$ cat src/verilog/ddr_module_pkg.sv
// Constants, codes and carrier structs for the module command interface
// What this block does
// - Select and three strobes form the command
// - Sample inputs on rising clock crossing
// - Read data and strobes follow clock crossings
// - Clock enable low stops clock, buffers, drivers
// - Idle banks: precharge power-down or self refresh
// - Enable synchronous for entry, asynchronous for exits (here only self refresh exits at once; power-down waits for a crossing)
// - Power-down and self refresh disable input buffers
// - Select high masks every command
// - Bank address picks the target bank
// - Row address on activate, column otherwise
// - Line ten requests auto-precharge on accesses
// - Line ten picks one bank or all
// - Mode register set loads address op-code
// - Bank address picks base or extended register
// - Strobes travel with data, capture at receiver
// - Read strobes edge-aligned, write strobes centred
// - Mask high blocks write bytes, reads unaffected
// - Strobe toggles only during reads or writes
// - Two data words per clock cycle
package ddr_module_pkg;
  localparam int DATA_W = 64; // Data bus width
  localparam int LANE_W = 8; // Bits per byte lane
  localparam int LANES = DATA_W / LANE_W; // Strobes and masks
  localparam int ADDR_W = 13; // Address lines
  localparam int BA_W = 2; // Bank address lines
  localparam int BANKS = 4; // Internal banks
  localparam int COL_BITS = 2; // Column bits kept in storage
  localparam int AP_BIT = 10; // Auto-precharge and precharge-all line
  localparam int FIFO_DEPTH = 16; // Write beat buffer depth
  localparam int IDX_W = BA_W + COL_BITS; // Access index width
  localparam logic [ADDR_W-1:0] MODE_RESET = 13'h0000; // Mode registers after reset
  localparam logic [BA_W-1:0] BA_BASE_MR = 2'h0; // Selects base mode register
  localparam logic [BA_W-1:0] BA_EXT_MR = 2'h1; // Selects extended mode register
  localparam logic [1:0] PAIR_HIGH = 2'h2; // True high, complement low
  localparam logic [1:0] PAIR_LOW = 2'h1; // True low, complement high
  localparam logic [LANES-1:0] LANES_ALL = 8'hFF; // Every lane
  // Command codes as {select, row strobe, column strobe, write enable}
  typedef enum logic [3:0] {
    CMD_LMR = 4'h0, CMD_REF = 4'h1, CMD_PRE = 4'h2, CMD_ACT = 4'h3,
    CMD_WR = 4'h4, CMD_RD = 4'h5, CMD_BST = 4'h6, CMD_NOP = 4'h7
  } cmd_t;
  // Power state of the module
  typedef enum logic [1:0] {
    PWR_RUN = 2'b00, PWR_PRE_PD = 2'b01, PWR_ACT_PD = 2'b10
  } pwr_t;
  // Read sequencing
  typedef enum logic [1:0] {
    RD_IDLE = 2'b00, RD_WAIT = 2'b01, RD_LOW = 2'b10, RD_HIGH = 2'b11
  } rd_t;
  // Command and address pins
  typedef struct packed {
    logic csN;
    logic rasN;
    logic casN;
    logic weN;
    logic [BA_W-1:0] ba;
    logic [ADDR_W-1:0] addr;
  } cmd_pins_t;
  // Every pin input, sampled together
  typedef struct packed {
    cmd_pins_t cmd;
    logic [1:0] pairA;
    logic [1:0] pairB;
    logic cke;
    logic [LANES-1:0] strobes;
    logic [LANES-1:0] masks;
    logic [DATA_W-1:0] data;
  } pin_sample_t;
  // One captured write beat
  typedef struct packed {
    logic [IDX_W-1:0] idx;
    logic half;
    logic [LANES-1:0] en;
    logic [DATA_W-1:0] data;
  } wbeat_t;
endpackage
$ cat src/verilog/beat_fifo.sv
// Flip-flop FIFO with valid and ready on both sides
module beat_fifo #(
  parameter int WIDTH = 8,
  parameter int DEPTH = 16
) (
  input wire logic clk,
  input wire logic rst_n,
  input wire logic inValid,
  output logic inReady,
  input wire logic [WIDTH-1:0] inData,
  output logic outValid,
  input wire logic outReady,
  output logic [WIDTH-1:0] outData
);
  localparam int PTR_W = $clog2(DEPTH);

  // Pointers need a power-of-two depth to wrap cleanly
  if (DEPTH < 2 || (1 << PTR_W) != DEPTH) begin : g_bad_depth
    $error("beat_fifo depth must be a power of two, at least 2");
  end

  logic [PTR_W:0] wrPtr; // Write pointer with wrap bit
  logic [PTR_W:0] rdPtr; // Read pointer with wrap bit
  logic [PTR_W:0] next_wrPtr;
  logic [PTR_W:0] next_rdPtr;
  logic [WIDTH-1:0] store [DEPTH]; // Entries
  logic push;
  logic pop;

  assign push = inValid && inReady;
  assign pop = outValid && outReady;
  assign next_wrPtr = push ? wrPtr + 1'h1 : wrPtr;
  assign next_rdPtr = pop ? rdPtr + 1'h1 : rdPtr;
  assign outData = store[rdPtr[PTR_W-1:0]];

  // Pointers and registered full and empty flags
  always_ff @(posedge clk or negedge rst_n) begin
    if (!rst_n) begin
      wrPtr <= '0;
      rdPtr <= '0;
      inReady <= 1'h1;
      outValid <= 1'h0;
    end else begin
      wrPtr <= next_wrPtr;
      rdPtr <= next_rdPtr;
      outValid <= next_wrPtr != next_rdPtr;
      inReady <= !(next_wrPtr[PTR_W] != next_rdPtr[PTR_W] &&
                   next_wrPtr[PTR_W-1:0] == next_rdPtr[PTR_W-1:0]);
    end
  end

  // Storage needs no reset; empty flag guards stale entries
  always_ff @(posedge clk) begin
    if (push) begin
      store[wrPtr[PTR_W-1:0]] <= inData;
    end
  end
endmodule

$ cat src/verilog/ddr_module_command_pins.sv
// Command, clock-enable, address, strobe and mask logic of the memory module
module ddr_module_command_pins
  import ddr_module_pkg::*;
#(
  parameter int BUF_DEPTH = FIFO_DEPTH
) (
  input wire logic clk,
  input wire logic rst_n,
  input wire logic rankSelectN,
  input wire logic rowStrobeN,
  input wire logic columnStrobeN,
  input wire logic writeEnableN,
  input wire logic [BA_W-1:0] bankAddress,
  input wire logic [ADDR_W-1:0] address,
  input wire logic moduleClockEnable,
  input wire logic [1:0] moduleClockPairA,
  input wire logic [1:0] moduleClockPairB,
  input wire logic [LANES-1:0] byteLaneWriteMasks,
  input wire logic [LANES-1:0] byteLaneStrobesIn,
  output logic [LANES-1:0] byteLaneStrobesOut,
  output logic [LANES-1:0] byteLaneStrobesOe,
  input wire logic [DATA_W-1:0] dataIn,
  output logic [DATA_W-1:0] dataOut,
  output logic [LANES-1:0] dataOe,
  output pwr_t powerState,
  output logic selfRefreshActive,
  output logic [BANKS-1:0] bankOpen,
  output logic [ADDR_W-1:0] modeReg,
  output logic [ADDR_W-1:0] extModeReg,
  output logic writeBufReady
);
  // Buffer must hold at least one full access
  if (BUF_DEPTH < 2) begin : g_bad_buf
    $error("write buffer needs at least two entries");
  end

  pin_sample_t rawPins; // Pins as they arrive
  pin_sample_t syncMeta; // First synchroniser stage
  pin_sample_t syncPins; // Safe copy for logic
  pin_sample_t prevPins; // One cycle older, for edges

  assign rawPins = {rankSelectN, rowStrobeN, columnStrobeN, writeEnableN,
                    bankAddress, address, moduleClockPairA, moduleClockPairB,
                    moduleClockEnable, byteLaneStrobesIn, byteLaneWriteMasks,
                    dataIn};

  // Two-stage synchroniser; all pins share one delay so they stay aligned
  always_ff @(posedge clk or negedge rst_n) begin
    if (!rst_n) begin
      syncMeta <= '0;
      syncPins <= '0;
      prevPins <= '0;
    end else begin
      syncMeta <= rawPins;
      syncPins <= syncMeta;
      prevPins <= syncPins;
    end
  end

  logic riseX; // True rises, complement falls
  logic fallX; // True falls, complement rises

  // Both pairs must agree; a lone pair is treated as a glitch
  assign riseX = syncPins.pairA == PAIR_HIGH && syncPins.pairB == PAIR_HIGH &&
                 prevPins.pairA != PAIR_HIGH;
  assign fallX = syncPins.pairA == PAIR_LOW && syncPins.pairB == PAIR_LOW &&
                 prevPins.pairA != PAIR_LOW;

  logic [3:0] cmdCode; // Select plus three strobes
  logic [BA_W-1:0] cmdBank; // Target bank
  logic [ADDR_W-1:0] cmdAddr; // Address lines
  logic [IDX_W-1:0] cmdIdx; // Bank and column for storage
  logic decodeOn; // Decoder live at this crossing
  logic cmdTake; // Command taken
  logic bankHit; // Target bank has a row open
  rd_t rdState; // Read sequence
  logic wrActive; // Write access in progress
  logic bufHasData; // Write beats still queued

  assign cmdCode = {syncPins.cmd.csN, syncPins.cmd.rasN, syncPins.cmd.casN,
                    syncPins.cmd.weN};
  assign cmdBank = syncPins.cmd.ba;
  assign cmdAddr = syncPins.cmd.addr;
  assign cmdIdx = {cmdBank, cmdAddr[COL_BITS-1:0]};
  assign bankHit = bankOpen[cmdBank];
  // Buffers are off outside run, so nothing is decoded there
  assign decodeOn = riseX && powerState == PWR_RUN && !selfRefreshActive &&
                    syncPins.cke;
  assign cmdTake = decodeOn && !syncPins.cmd.csN;

  logic takeAct; // Activate
  logic takePre; // Precharge
  logic takeRd; // Read accepted
  logic takeWr; // Write accepted
  logic takeLmr; // Mode register load
  logic srEnter; // Self refresh entry

  // Command decoder; reads and writes are dropped unless the path is free
  always_comb begin
    takeAct = 1'h0;
    takePre = 1'h0;
    takeRd = 1'h0;
    takeWr = 1'h0;
    takeLmr = 1'h0;
    if (cmdTake) begin
      case (cmdCode)
        CMD_ACT: takeAct = 1'h1;
        CMD_PRE: takePre = 1'h1;
        CMD_RD: takeRd = bankHit && rdState == RD_IDLE && !wrActive && !bufHasData;
        CMD_WR: takeWr = bankHit && rdState == RD_IDLE && !wrActive && writeBufReady;
        CMD_LMR: takeLmr = 1'h1;
        default: takeAct = 1'h0; // Refresh, stop and no-op leave state alone
      endcase
    end
  end

  // Refresh with enable low and every bank idle enters self refresh
  assign srEnter = riseX && powerState == PWR_RUN && !selfRefreshActive &&
                   !syncPins.cke && !syncPins.cmd.csN && cmdCode == CMD_REF &&
                   bankOpen == '0;

  logic srClearN; // Enable high clears self refresh at once
  logic outKillN; // Enable low drops the drivers at once

  assign srClearN = rst_n && !moduleClockEnable;
  assign outKillN = rst_n && moduleClockEnable;

  // Self refresh: entry on a crossing, exit without waiting for any clock
  always_ff @(posedge clk or negedge srClearN) begin
    if (!srClearN) begin
      selfRefreshActive <= 1'h0;
    end else if (srEnter) begin
      selfRefreshActive <= 1'h1;
    end
  end

  // Power-down entry and exit follow enable sampled at a rising crossing
  always_ff @(posedge clk or negedge rst_n) begin
    if (!rst_n) begin
      powerState <= PWR_RUN;
    end else begin
      case (powerState)
        PWR_RUN: begin
          if (riseX && !syncPins.cke && !selfRefreshActive && !srEnter) begin
            powerState <= (bankOpen == '0) ? PWR_PRE_PD : PWR_ACT_PD;
          end
        end
        PWR_PRE_PD, PWR_ACT_PD: begin
          if (riseX && syncPins.cke) begin
            powerState <= PWR_RUN;
          end
        end
        default: powerState <= PWR_RUN;
      endcase
    end
  end

  logic [ADDR_W-1:0] openRow [BANKS]; // Row held open per bank

  // Bank rows; auto-precharge closes the bank as the access is taken
  always_ff @(posedge clk or negedge rst_n) begin
    if (!rst_n) begin
      bankOpen <= '0;
      for (int b = 0; b < BANKS; b++) begin
        openRow[b] <= '0;
      end
    end else if (takeAct) begin
      bankOpen[cmdBank] <= 1'h1;
      openRow[cmdBank] <= cmdAddr;
    end else if (takePre) begin
      if (cmdAddr[AP_BIT]) begin
        bankOpen <= '0;
      end else begin
        bankOpen[cmdBank] <= 1'h0;
      end
    end else if ((takeRd || takeWr) && cmdAddr[AP_BIT]) begin
      bankOpen[cmdBank] <= 1'h0;
    end
  end

  // Mode registers; other bank codes are reserved and ignored
  always_ff @(posedge clk or negedge rst_n) begin
    if (!rst_n) begin
      modeReg <= MODE_RESET;
      extModeReg <= MODE_RESET;
    end else if (takeLmr && cmdBank == BA_BASE_MR) begin
      modeReg <= cmdAddr;
    end else if (takeLmr && cmdBank == BA_EXT_MR) begin
      extModeReg <= cmdAddr;
    end
  end

  logic [LANES-1:0] strobeEdge; // Controller moved a lane strobe
  logic [LANES-1:0] laneWrite; // Lane byte to be stored
  logic [DATA_W-1:0] readLow; // First half of an access
  logic [DATA_W-1:0] readHigh; // Second half of an access
  logic [IDX_W-1:0] rdIdx; // Access being read
  logic [IDX_W-1:0] wrIdx; // Access being written
  logic wrHalf; // Which half the next write beat fills
  wbeat_t pushWord; // Beat into the buffer
  wbeat_t popWord; // Beat out of the buffer
  logic pushValid;
  logic popReady;
  logic popValid;

  // Write beats; a beat the full buffer refuses is lost, hence writeBufReady
  always_ff @(posedge clk or negedge rst_n) begin
    if (!rst_n) begin
      wrActive <= 1'h0;
      wrIdx <= '0;
      wrHalf <= 1'h0;
    end else if (takeWr) begin
      wrActive <= 1'h1;
      wrIdx <= cmdIdx;
      wrHalf <= 1'h0;
    end else if (pushValid && writeBufReady) begin
      wrHalf <= 1'h1;
      if (wrHalf) begin
        wrActive <= 1'h0;
      end
    end
  end

  assign pushValid = wrActive && strobeEdge != '0;
  assign pushWord = '{idx: wrIdx, half: wrHalf, en: laneWrite, data: syncPins.data};
  // Storage port is shared, so draining pauses while a read runs
  assign popReady = rdState == RD_IDLE;

  beat_fifo #(
    .WIDTH($bits(wbeat_t)),
    .DEPTH(BUF_DEPTH)
  ) u_write_buf (
    .clk(clk),
    .rst_n(rst_n),
    .inValid(pushValid),
    .inReady(writeBufReady),
    .inData(pushWord),
    .outValid(popValid),
    .outReady(popReady),
    .outData(popWord)
  );

  assign bufHasData = popValid;

  // Per byte lane: strobe edge, mask, and storage
  for (genvar l = 0; l < LANES; l++) begin : g_lane
    logic [LANE_W-1:0] laneMem [1 << (IDX_W + 1)]; // Lane bytes per half access

    // Data is stable around the strobe edge, so the edge itself captures
    assign strobeEdge[l] = syncPins.strobes[l] != prevPins.strobes[l];
    assign laneWrite[l] = strobeEdge[l] && !syncPins.masks[l];
    assign readLow[l*LANE_W +: LANE_W] = laneMem[{rdIdx, 1'h0}];
    assign readHigh[l*LANE_W +: LANE_W] = laneMem[{rdIdx, 1'h1}];

    // Masked lanes keep their old byte
    always_ff @(posedge clk) begin
      if (popValid && popReady && popWord.en[l]) begin
        laneMem[{popWord.idx, popWord.half}] <= popWord.data[l*LANE_W +: LANE_W];
      end
    end
  end

  // Read sequence; enable must stay high or the drivers drop mid-burst
  always_ff @(posedge clk or negedge outKillN) begin
    if (!outKillN) begin
      rdState <= RD_IDLE;
      rdIdx <= '0;
      dataOut <= '0;
      dataOe <= '0;
      byteLaneStrobesOut <= '0;
      byteLaneStrobesOe <= '0;
    end else begin
      case (rdState)
        RD_IDLE: begin
          if (takeRd) begin
            rdIdx <= cmdIdx;
            rdState <= RD_WAIT;
          end
        end
        RD_WAIT: begin
          if (fallX) begin
            dataOut <= readLow;
            dataOe <= LANES_ALL;
            byteLaneStrobesOut <= LANES_ALL;
            byteLaneStrobesOe <= LANES_ALL;
            rdState <= RD_LOW;
          end
        end
        RD_LOW: begin
          if (riseX) begin
            dataOut <= readHigh;
            byteLaneStrobesOut <= '0;
            rdState <= RD_HIGH;
          end
        end
        RD_HIGH: begin
          if (fallX) begin
            dataOe <= '0;
            byteLaneStrobesOe <= '0;
            rdState <= RD_IDLE;
          end
        end
        default: rdState <= RD_IDLE;
      endcase
    end
  end

  // Checks on the behaviour above
  a_select_masks: assert property (
    @(posedge clk) disable iff (!rst_n)
    riseX && syncPins.cmd.csN |=> $stable(bankOpen) && $stable(modeReg))
    else $error("command changed state while select was high");

  a_act_opens: assert property (
    @(posedge clk) disable iff (!rst_n)
    cmdTake && cmdCode == CMD_ACT |=>
      bankOpen[$past(cmdBank)] && openRow[$past(cmdBank)] == $past(cmdAddr))
    else $error("activate did not open the row");

  a_pre_all: assert property (
    @(posedge clk) disable iff (!rst_n)
    cmdTake && cmdCode == CMD_PRE && cmdAddr[AP_BIT] |=> bankOpen == '0)
    else $error("precharge all left a bank open");

  a_pre_one: assert property (
    @(posedge clk) disable iff (!rst_n)
    cmdTake && cmdCode == CMD_PRE && !cmdAddr[AP_BIT] |=>
      !bankOpen[$past(cmdBank)] && $countones(bankOpen) >= $countones($past(bankOpen)) - 1)
    else $error("single precharge closed the wrong banks");

  a_auto_pre: assert property (
    @(posedge clk) disable iff (!rst_n)
    takeRd && cmdAddr[AP_BIT] |=> !bankOpen[$past(cmdBank)] && rdState == RD_WAIT)
    else $error("auto-precharge read did not close its bank");

  a_base_load: assert property (
    @(posedge clk) disable iff (!rst_n)
    takeLmr && cmdBank == BA_BASE_MR |=> modeReg == $past(cmdAddr) && $stable(extModeReg))
    else $error("base mode register not loaded");

  a_ext_load: assert property (
    @(posedge clk) disable iff (!rst_n)
    takeLmr && cmdBank == BA_EXT_MR |=> extModeReg == $past(cmdAddr) && $stable(modeReg))
    else $error("extended mode register not loaded");

  a_pd_entry: assert property (
    @(posedge clk) disable iff (!rst_n)
    riseX && powerState == PWR_RUN && !syncPins.cke && !selfRefreshActive &&
      !srEnter && bankOpen != '0 |=> powerState == PWR_ACT_PD)
    else $error("open row did not enter active power-down");

  a_drivers_off: assert property (
    @(posedge clk) disable iff (!rst_n)
    !moduleClockEnable |-> dataOe == '0 && byteLaneStrobesOe == '0)
    else $error("drivers on while clock enable low");

  a_sr_exit: assert property (
    @(posedge clk) disable iff (!rst_n)
    moduleClockEnable |-> !selfRefreshActive)
    else $error("self refresh held with clock enable high");

  a_read_edge: assert property (
    @(posedge clk) disable iff (!rst_n)
    $rose(dataOe[0]) |-> byteLaneStrobesOut == LANES_ALL && byteLaneStrobesOe == LANES_ALL)
    else $error("read strobe not aligned with first data");

  a_strobe_quiet: assert property (
    @(posedge clk) disable iff (!rst_n)
    byteLaneStrobesOe != '0 |-> rdState == RD_LOW || rdState == RD_HIGH)
    else $error("strobe driven outside a read");
endmodule

$ cat config.mk
export PLATFORM = sky130hd
export DESIGN_NAME = ddr_module_command_pins
export DESIGN_NICKNAME = d
export VERILOG_FILES = /design/src/verilog/ddr_module_pkg.sv /design/src/verilog/beat_fifo.sv /design/src/verilog/ddr_module_command_pins.sv
export SDC_FILE = /design/constraint.sdc
export NUM_CORES = 2
export LEC_CHECK = 0
export ABC_AREA = 1
export BUFFER_PORTS_ARGS = -buffer_cell sky130_fd_sc_hd__buf_2
export CAP_MARGIN = 5
export CORE_MARGIN = 2
export CORE_UTILIZATION = 45
export DETAILED_ROUTE_END_ITERATION = 7
export PLACE_DENSITY_LB_ADDON = 0.1
export SYNTH_ARGS = -nofsm -noshare
export SYNTH_HDL_FRONTEND = slang
export SYNTH_SLANG_ARGS = --single-unit
$ cat constraint.sdc
create_clock -name clk -period 6.2 [get_ports clk]
set_input_delay 1.24 -clock clk [delete_from_list [all_inputs] [get_ports clk]]
set_output_delay 1.24 -clock clk [all_outputs]
set_load 0.01 [all_outputs]
Yosys cells after proc, flatten, opt, wreduce, memory -nomap -nowiden
Memory sizes are Yosys's and may differ from the RTL's.
Cells that the tools add are included.
Cells by class
  order comparisons: 2
  reductions and logical operators: 82
  bitwise operators: 4
  multiplexer cells: 60
  eq/ne operators: 34
  $add $sub $neg: 2
Operator list (count)
  two-way mux 64 bit: 2
  one-hot mux 64 bit (2 select lines): 1
  logical AND 1 bit: 46
  two-way mux 1 bit: 35
  one-hot mux 8 bit (2 select lines): 2
  two-way mux 8 bit: 3
  logical NOT 1 bit: 16
  two-way mux 4 bit: 4
  two-way mux 2 bit: 7
  inequality test 2 bit (second input constant): 6
  adder 5 x 1 -> 5 bit (second input constant): 2
  == test 2 x 1 -> 1 bit (second input constant): 5
  == test 2 bit (second input constant): 5
  two-way mux 5 bit: 2
  inequality test 1 bit: 9
  == test 4 x 2 -> 1 bit (second input constant): 2
  == test 4 x 3 -> 1 bit (second input constant): 2
  logical NOT 4 bit: 2
  one-hot mux 2 bit (4 select lines): 1
  AND reduction 2 bit: 4
  nonzero test 2 bit: 4
  nonzero test 8 bit: 1
  logical NOT 2 bit: 3
  AND reduction 3 bit: 2
  other kinds (17): 18
Word-level totals
  memory bits (writable): 3280
  input port bits: 106
  memories kept: 9
  register bits: 355
  output and inout bits: 122
  word-level logic and storage cells: 236
Memories
  u_write_buf.store: depth 16, width 77, rd ports 1, clocked after Yosys merged registers in 0, wr ports 1, RTL line beat_fifo.sv:26  | logic [WIDTH-1:0] store [DEPTH];
  g_lane[0].laneMem: depth 32, width 8, rd ports 2, clocked after Yosys merged registers in 0, wr ports 1, RTL line ddr_module_command_pins.sv:247  | logic [LANE_W-1:0] laneMem [1 << (IDX_W + 1)];
  g_lane[1].laneMem: depth 32, width 8, rd ports 2, clocked after Yosys merged registers in 0, wr ports 1, RTL line ddr_module_command_pins.sv:247
  g_lane[2].laneMem: depth 32, width 8, rd ports 2, clocked after Yosys merged registers in 0, wr ports 1, RTL line ddr_module_command_pins.sv:247
  g_lane[3].laneMem: depth 32, width 8, rd ports 2, clocked after Yosys merged registers in 0, wr ports 1, RTL line ddr_module_command_pins.sv:247
  g_lane[4].laneMem: depth 32, width 8, rd ports 2, clocked after Yosys merged registers in 0, wr ports 1, RTL line ddr_module_command_pins.sv:247
  +3 memories

Longest topological paths before layout
  depth in word-level cells: 13
  depth in mapped cells: 14

Cells and area by module
From an unflattened synthesis, not the netlist that was laid out.
Second synthesis, totals
  cell total of the unflattened synthesis: 11634
  area, all modules: 142471.6 µm²
By module, submodules not included
  ddr_module_command_pins: instances 1, cells each 7712, area each 93166.9 µm²
  beat_fifo: instances 1, cells each 3922, area each 49304.8 µm²

Worst setup path after synthesis
Ideal clock, no wire load.
  kind: register to register
  from: register u_write_buf.inReady
  to: memory u_write_buf.store[0][0] in the netlist's numbering, enable pin
  data arrival time: 4509 ps
  slack: 1178 ps
  clock period less this slack: 5022 ps
  setup time: 513 ps
  stages on the path, launching flop included: 6
  data required time: 5687 ps
  cell sequence: dfstp_2 clkbuf_1 nand3_1 inv_1 nand2_1 nor2_1
Between the ends
  word-level cells in the longest chain between the ends: 3
Ends and longest elaborated chain
  start, declared: RTL line beat_fifo.sv:9  | output logic inReady,
  start signal, assigned: RTL line beat_fifo.sv:47  | inReady <= !(next_wrPtr[PTR_W] != next_rdPtr[PTR_W] &&
  logical AND 1 bit: RTL line beat_fifo.sv:30  | assign push = inValid && inReady;
  two-way mux 1 bit: RTL line beat_fifo.sv:54  | if (push) begin
  two-way mux 1 bit (not written as such): RTL line beat_fifo.sv:55  | store[wrPtr[PTR_W-1:0]] <= inData;
  end, declared: RTL line beat_fifo.sv:26
No other way between the ends.

Worst setup path in the final report
  from: register u_write_buf.rdPtr[0]
  to: memory g_lane[1].laneMem[14][5], enable pin
Between the ends
  word-level cells in the longest chain between the ends: 4
Ends and longest elaborated chain
  start, declared: RTL line beat_fifo.sv:23  | logic [PTR_W:0] rdPtr;
  start signal, assigned: RTL line beat_fifo.sv:45  | rdPtr <= next_rdPtr;
  memory read (16 x 77 bit) (*)
  logical AND 1 bit: RTL line ddr_module_command_pins.sv:257  | if (popValid && popReady && popWord.en[l]) begin
  two-way mux 1 bit: RTL line ddr_module_command_pins.sv:257
  two-way mux 1 bit (not written as such): RTL line ddr_module_command_pins.sv:258  | laneMem[{popWord.idx, popWord.half}] <= popWord.data[l*LANE_W +: LANE_W];
  end, declared: RTL line ddr_module_command_pins.sv:247
Mark *: on every way between the ends. The rest lies on a longest branch, timed or not.

==> results.cfg <==
[status]
outcome = finished clean

[timing]
rsz0062_at_grt = no
fin_skew_ns = 0.0604
final.setup.tns_ns = 0
finalSetupViolations = 0
post-route-period-util_pct = 78.0
timing_max_transition_violations_final = 0
max_slew_margin_pct = 15.3
max_freq_ghz = 0.207
timing.final.crit_period_ns = 4.84
worst-slew-pin-transition_ns = 1.27
final_hold_viol_count = 0

[flow_run]
drv.max_cap_violation_count = 0

[clocking]
total_clock_sinks = 3621
clock_tree_from_tritoncts = yes
clkSlewWorstSetupHoldPaths_ns = 0.06
cts.root.buffer_cell = sky130_fd_sc_hd__clkbuf_16
clkLatencyLatePin_ns = 0.97
cts.path.max_buffers = 4
cts_setup_buffers = 0
htreeDepth = 5
numCtsBuffers = 378
cts_hold_buf = 0
cts-resized-gates = 0

[die]
die_outline_area_um2 = 315000
rows = 204
ioPinCount = 228
fp.coreArea_um2 = 309000
dieWidth_um = 561
initial_utilization_pct = 45.2
die_height_um = 561

[setup_path]
critPathBufInv = 3
endpoint_class_of_the_critical_path = flop
cp_max_fo = 143
rr_worst_depth = 9
timing_worst_setup_path_type = reg2reg
worstSetupStartpoint = u_write_buf.rdPtr[0]
worstPathCellList = inv_8 -> buf_4 -> o21ai_0 -> o211ai_1 -> nand2_1 -> o21bai_1 -> nand2_1 -> buf_4 -> nor3_1
startpoint_type = flop
critical_path_depth = 9
worst_r2r_startpoint = u_write_buf.rdPtr[0]
worstPathArrival_ns = 5.38
critical-path-top-delay-family = buffers and inverters
cpPeakStageDelay_ns = 1.00
slowest_stage = sky130_fd_sc_hd__nor3_1
timing.critical_path.required_ns = 6.74

[placement]
routability_congestion_estimate_from_global_placement = 0.845
port-buffer-count = 227
numPlacedInstances = 14500
placedInstanceArea_um2 = 145000
detailed_place_hpwl_um = 221000

[detailed_routing]
drt_drc_violations_left = 0
via_count = 88600
detail_route.first_pass.iterations = 8
routed_wl_um = 402000
dr.first_iter.drc_count = 10500
vias_per_cell = 5.84
routedWlPerCell_um = 26.5
post_route_antenna_net_violation_count = 0

[global_route]
grt_pass1_wl_um = 587000
global_route.overflow_total = 0
first_global_vias = 88300
grt_max_degree = 194
gr-usage-all-layers_pct = 25.0
antenna_found_initial = 18

[final_layout]
fin_area_um2 = 158000
layout-drive-gt1-share_pct = 9.75
fillCellCount = 26400
nets = 10800
syn2layout_area_growth_pct = 12.9
final-instance-count-excl-fill = 15200

[synthesis]
netlist_top_cells_count = 3280 x sky130_fd_sc_hd__edfxtp_1, 1818 x sky130_fd_sc_hd__nor2_1, 1690 x sky130_fd_sc_hd__o21ai_0, 1088 x sky130_fd_sc_hd__nand2_1, 696 x sky130_fd_sc_hd__o22ai_1
ys_types = 41
average_cell_area_after_synthesis_um2 = 13.1
async_reset_ff_share_pct = 9.42
count_of_mapped_cells_out_of_synthesis = 10700
postSynthNetCount = 10800
post_synthesis_sequential_area_ratio_pct = 76.6
ys.flop_type = sky130_fd_sc_hd__edfxtp_1
post-synth-top-count-cell = sky130_fd_sc_hd__edfxtp_1
cell_taking_the_most_area_after_synthesis = sky130_fd_sc_hd__edfxtp_1
ys_ff_latch = 3621
synthesis.area_um2 = 140000
synth-warning-count = 0
synth_enable_flop_cells = 3280
synth.top_cell.area_share_pct = 70.5
synth_top_cells_by_area = sky130_fd_sc_hd__edfxtp_1 71%, sky130_fd_sc_hd__dfrtp_1 6.1%, sky130_fd_sc_hd__o21ai_0 6.1%, sky130_fd_sc_hd__nor2_1 4.9%, sky130_fd_sc_hd__o22ai_1 3.1%

[power]
power_density_nw_per_um2 = 324
leakage_power_total_uw = 0.0534
vdd_ir_drop_max_uv = 247

[hold_path]
hold_path_class = in2async
## per-layer routing
metal	up-vias	GRT usage [%]	share of wire (%)	routed length, µm
met1	44700	35.0	43	171000
met3	698	3.69	7.4	29800
met5	-	0	0.011	46
met4	8	7.66	2.9	11700
li1	39400	-	-	-
met2	3787	40.5	47	189000
## area by class of cell
cell class	instances	area (µm²)	area share, %
antenna	7	17.5	0.0111
clock buffer	469	10100	6.40
clock inverter	231	2710	1.72
inverter	83	364	0.231
multi-input combinational	6200	29200	18.5
sequential	3621	107000	67.9
tap	4120	5150	3.27
timing repair buffer	438	3090	1.96
## path summary, 6_finish.rpt
| kind | to | slack [ns] |
|---|---|---|
| setup reg to reg | g_lane[1].laneMem[14][5] | 1.36 |
| max in group asynchronous | dataOut[23] | 3.84 |
| min in group clk | pushWord[29] | 0.34 |
| setup / recovery | g_lane[1].laneMem[14][5] | 1.36 |
| hold reg to reg | pushWord[29] | 0.34 |
| hold / removal | selfRefreshActive | 0.20 |
## layout by cell type (no fill, tap or decap), types with 69 or more instances in the layout
cell type	n
sky130_fd_sc_hd__buf_2	228
sky130_fd_sc_hd__buf_4	180
sky130_fd_sc_hd__clkbuf_16	380
sky130_fd_sc_hd__clkinv_2	75
sky130_fd_sc_hd__dfrtp_1	333
sky130_fd_sc_hd__edfxtp_1	3280
sky130_fd_sc_hd__inv_1	69
sky130_fd_sc_hd__nand2_1	1082
sky130_fd_sc_hd__nand3_1	506
sky130_fd_sc_hd__nor2_1	1800
sky130_fd_sc_hd__nor3_1	176
sky130_fd_sc_hd__o21ai_0	1690
sky130_fd_sc_hd__o221ai_1	101
sky130_fd_sc_hd__o22ai_1	696
## flip-flops by register name, summed over array words and instances (netlist names), 2 cells and up
signal / flops
rdState: 2
g_lane.laneMem: 2048
wrIdx: 4
powerState: 2
cmdCode: 4
prevPins: 10
extModeReg: 13
cmdAddr: 13
pushWord: 64
u_write_buf.store: 1232
modeReg: 13
u_write_buf.wrPtr: 5
u_write_buf.rdPtr: 5
dataOut: 64
syncPins: 21
bankOpen: 4
cmdBank: 2
syncMeta: 104
rdIdx: 4
## cell families after synthesis
| logic type | after synthesis | synth area share [%] |
|---|---|---|
| adders and majority gates | 10 | 0.0896 |
| buffers and inverters | 867 | 2.59 |
| DFF | 3621 | 76.6 |
| xor gates and xnor gates | 5 | 0.0314 |
| and+or+nand+nor | 3617 | 10.4 |
| AOI/OAI and AO/OA | 2568 | 10.2 |
## through the flow
step / worst slack [ns] / utilization, % / power (µW) / hold slack (ns)
2_1_floorplan: 1.18 / - / 27800 / 0.331
3_3_place_gp: 1.47 / 46.9 / 28400 / 0.332
3_5_place_dp: 1.32 / 46.9 / 28400 / 0.335
4_1_cts: 1.31 / 51.0 / 51600 / 0.131
5_1_grt: 1.02 / 51.0 / 52600 / 0.183
6_report: 1.36 / 51.0 / 51100 / 0.203
## power breakdown
part           leakage [µW]  internal (µW)  switching (µW)
Sequential           0.0335          26700             238
Clock               0.00624          13600            9710
Combinational        0.0136            326             582
Total                0.0534          40600           10500
Power figures use the tool's default switching activity.
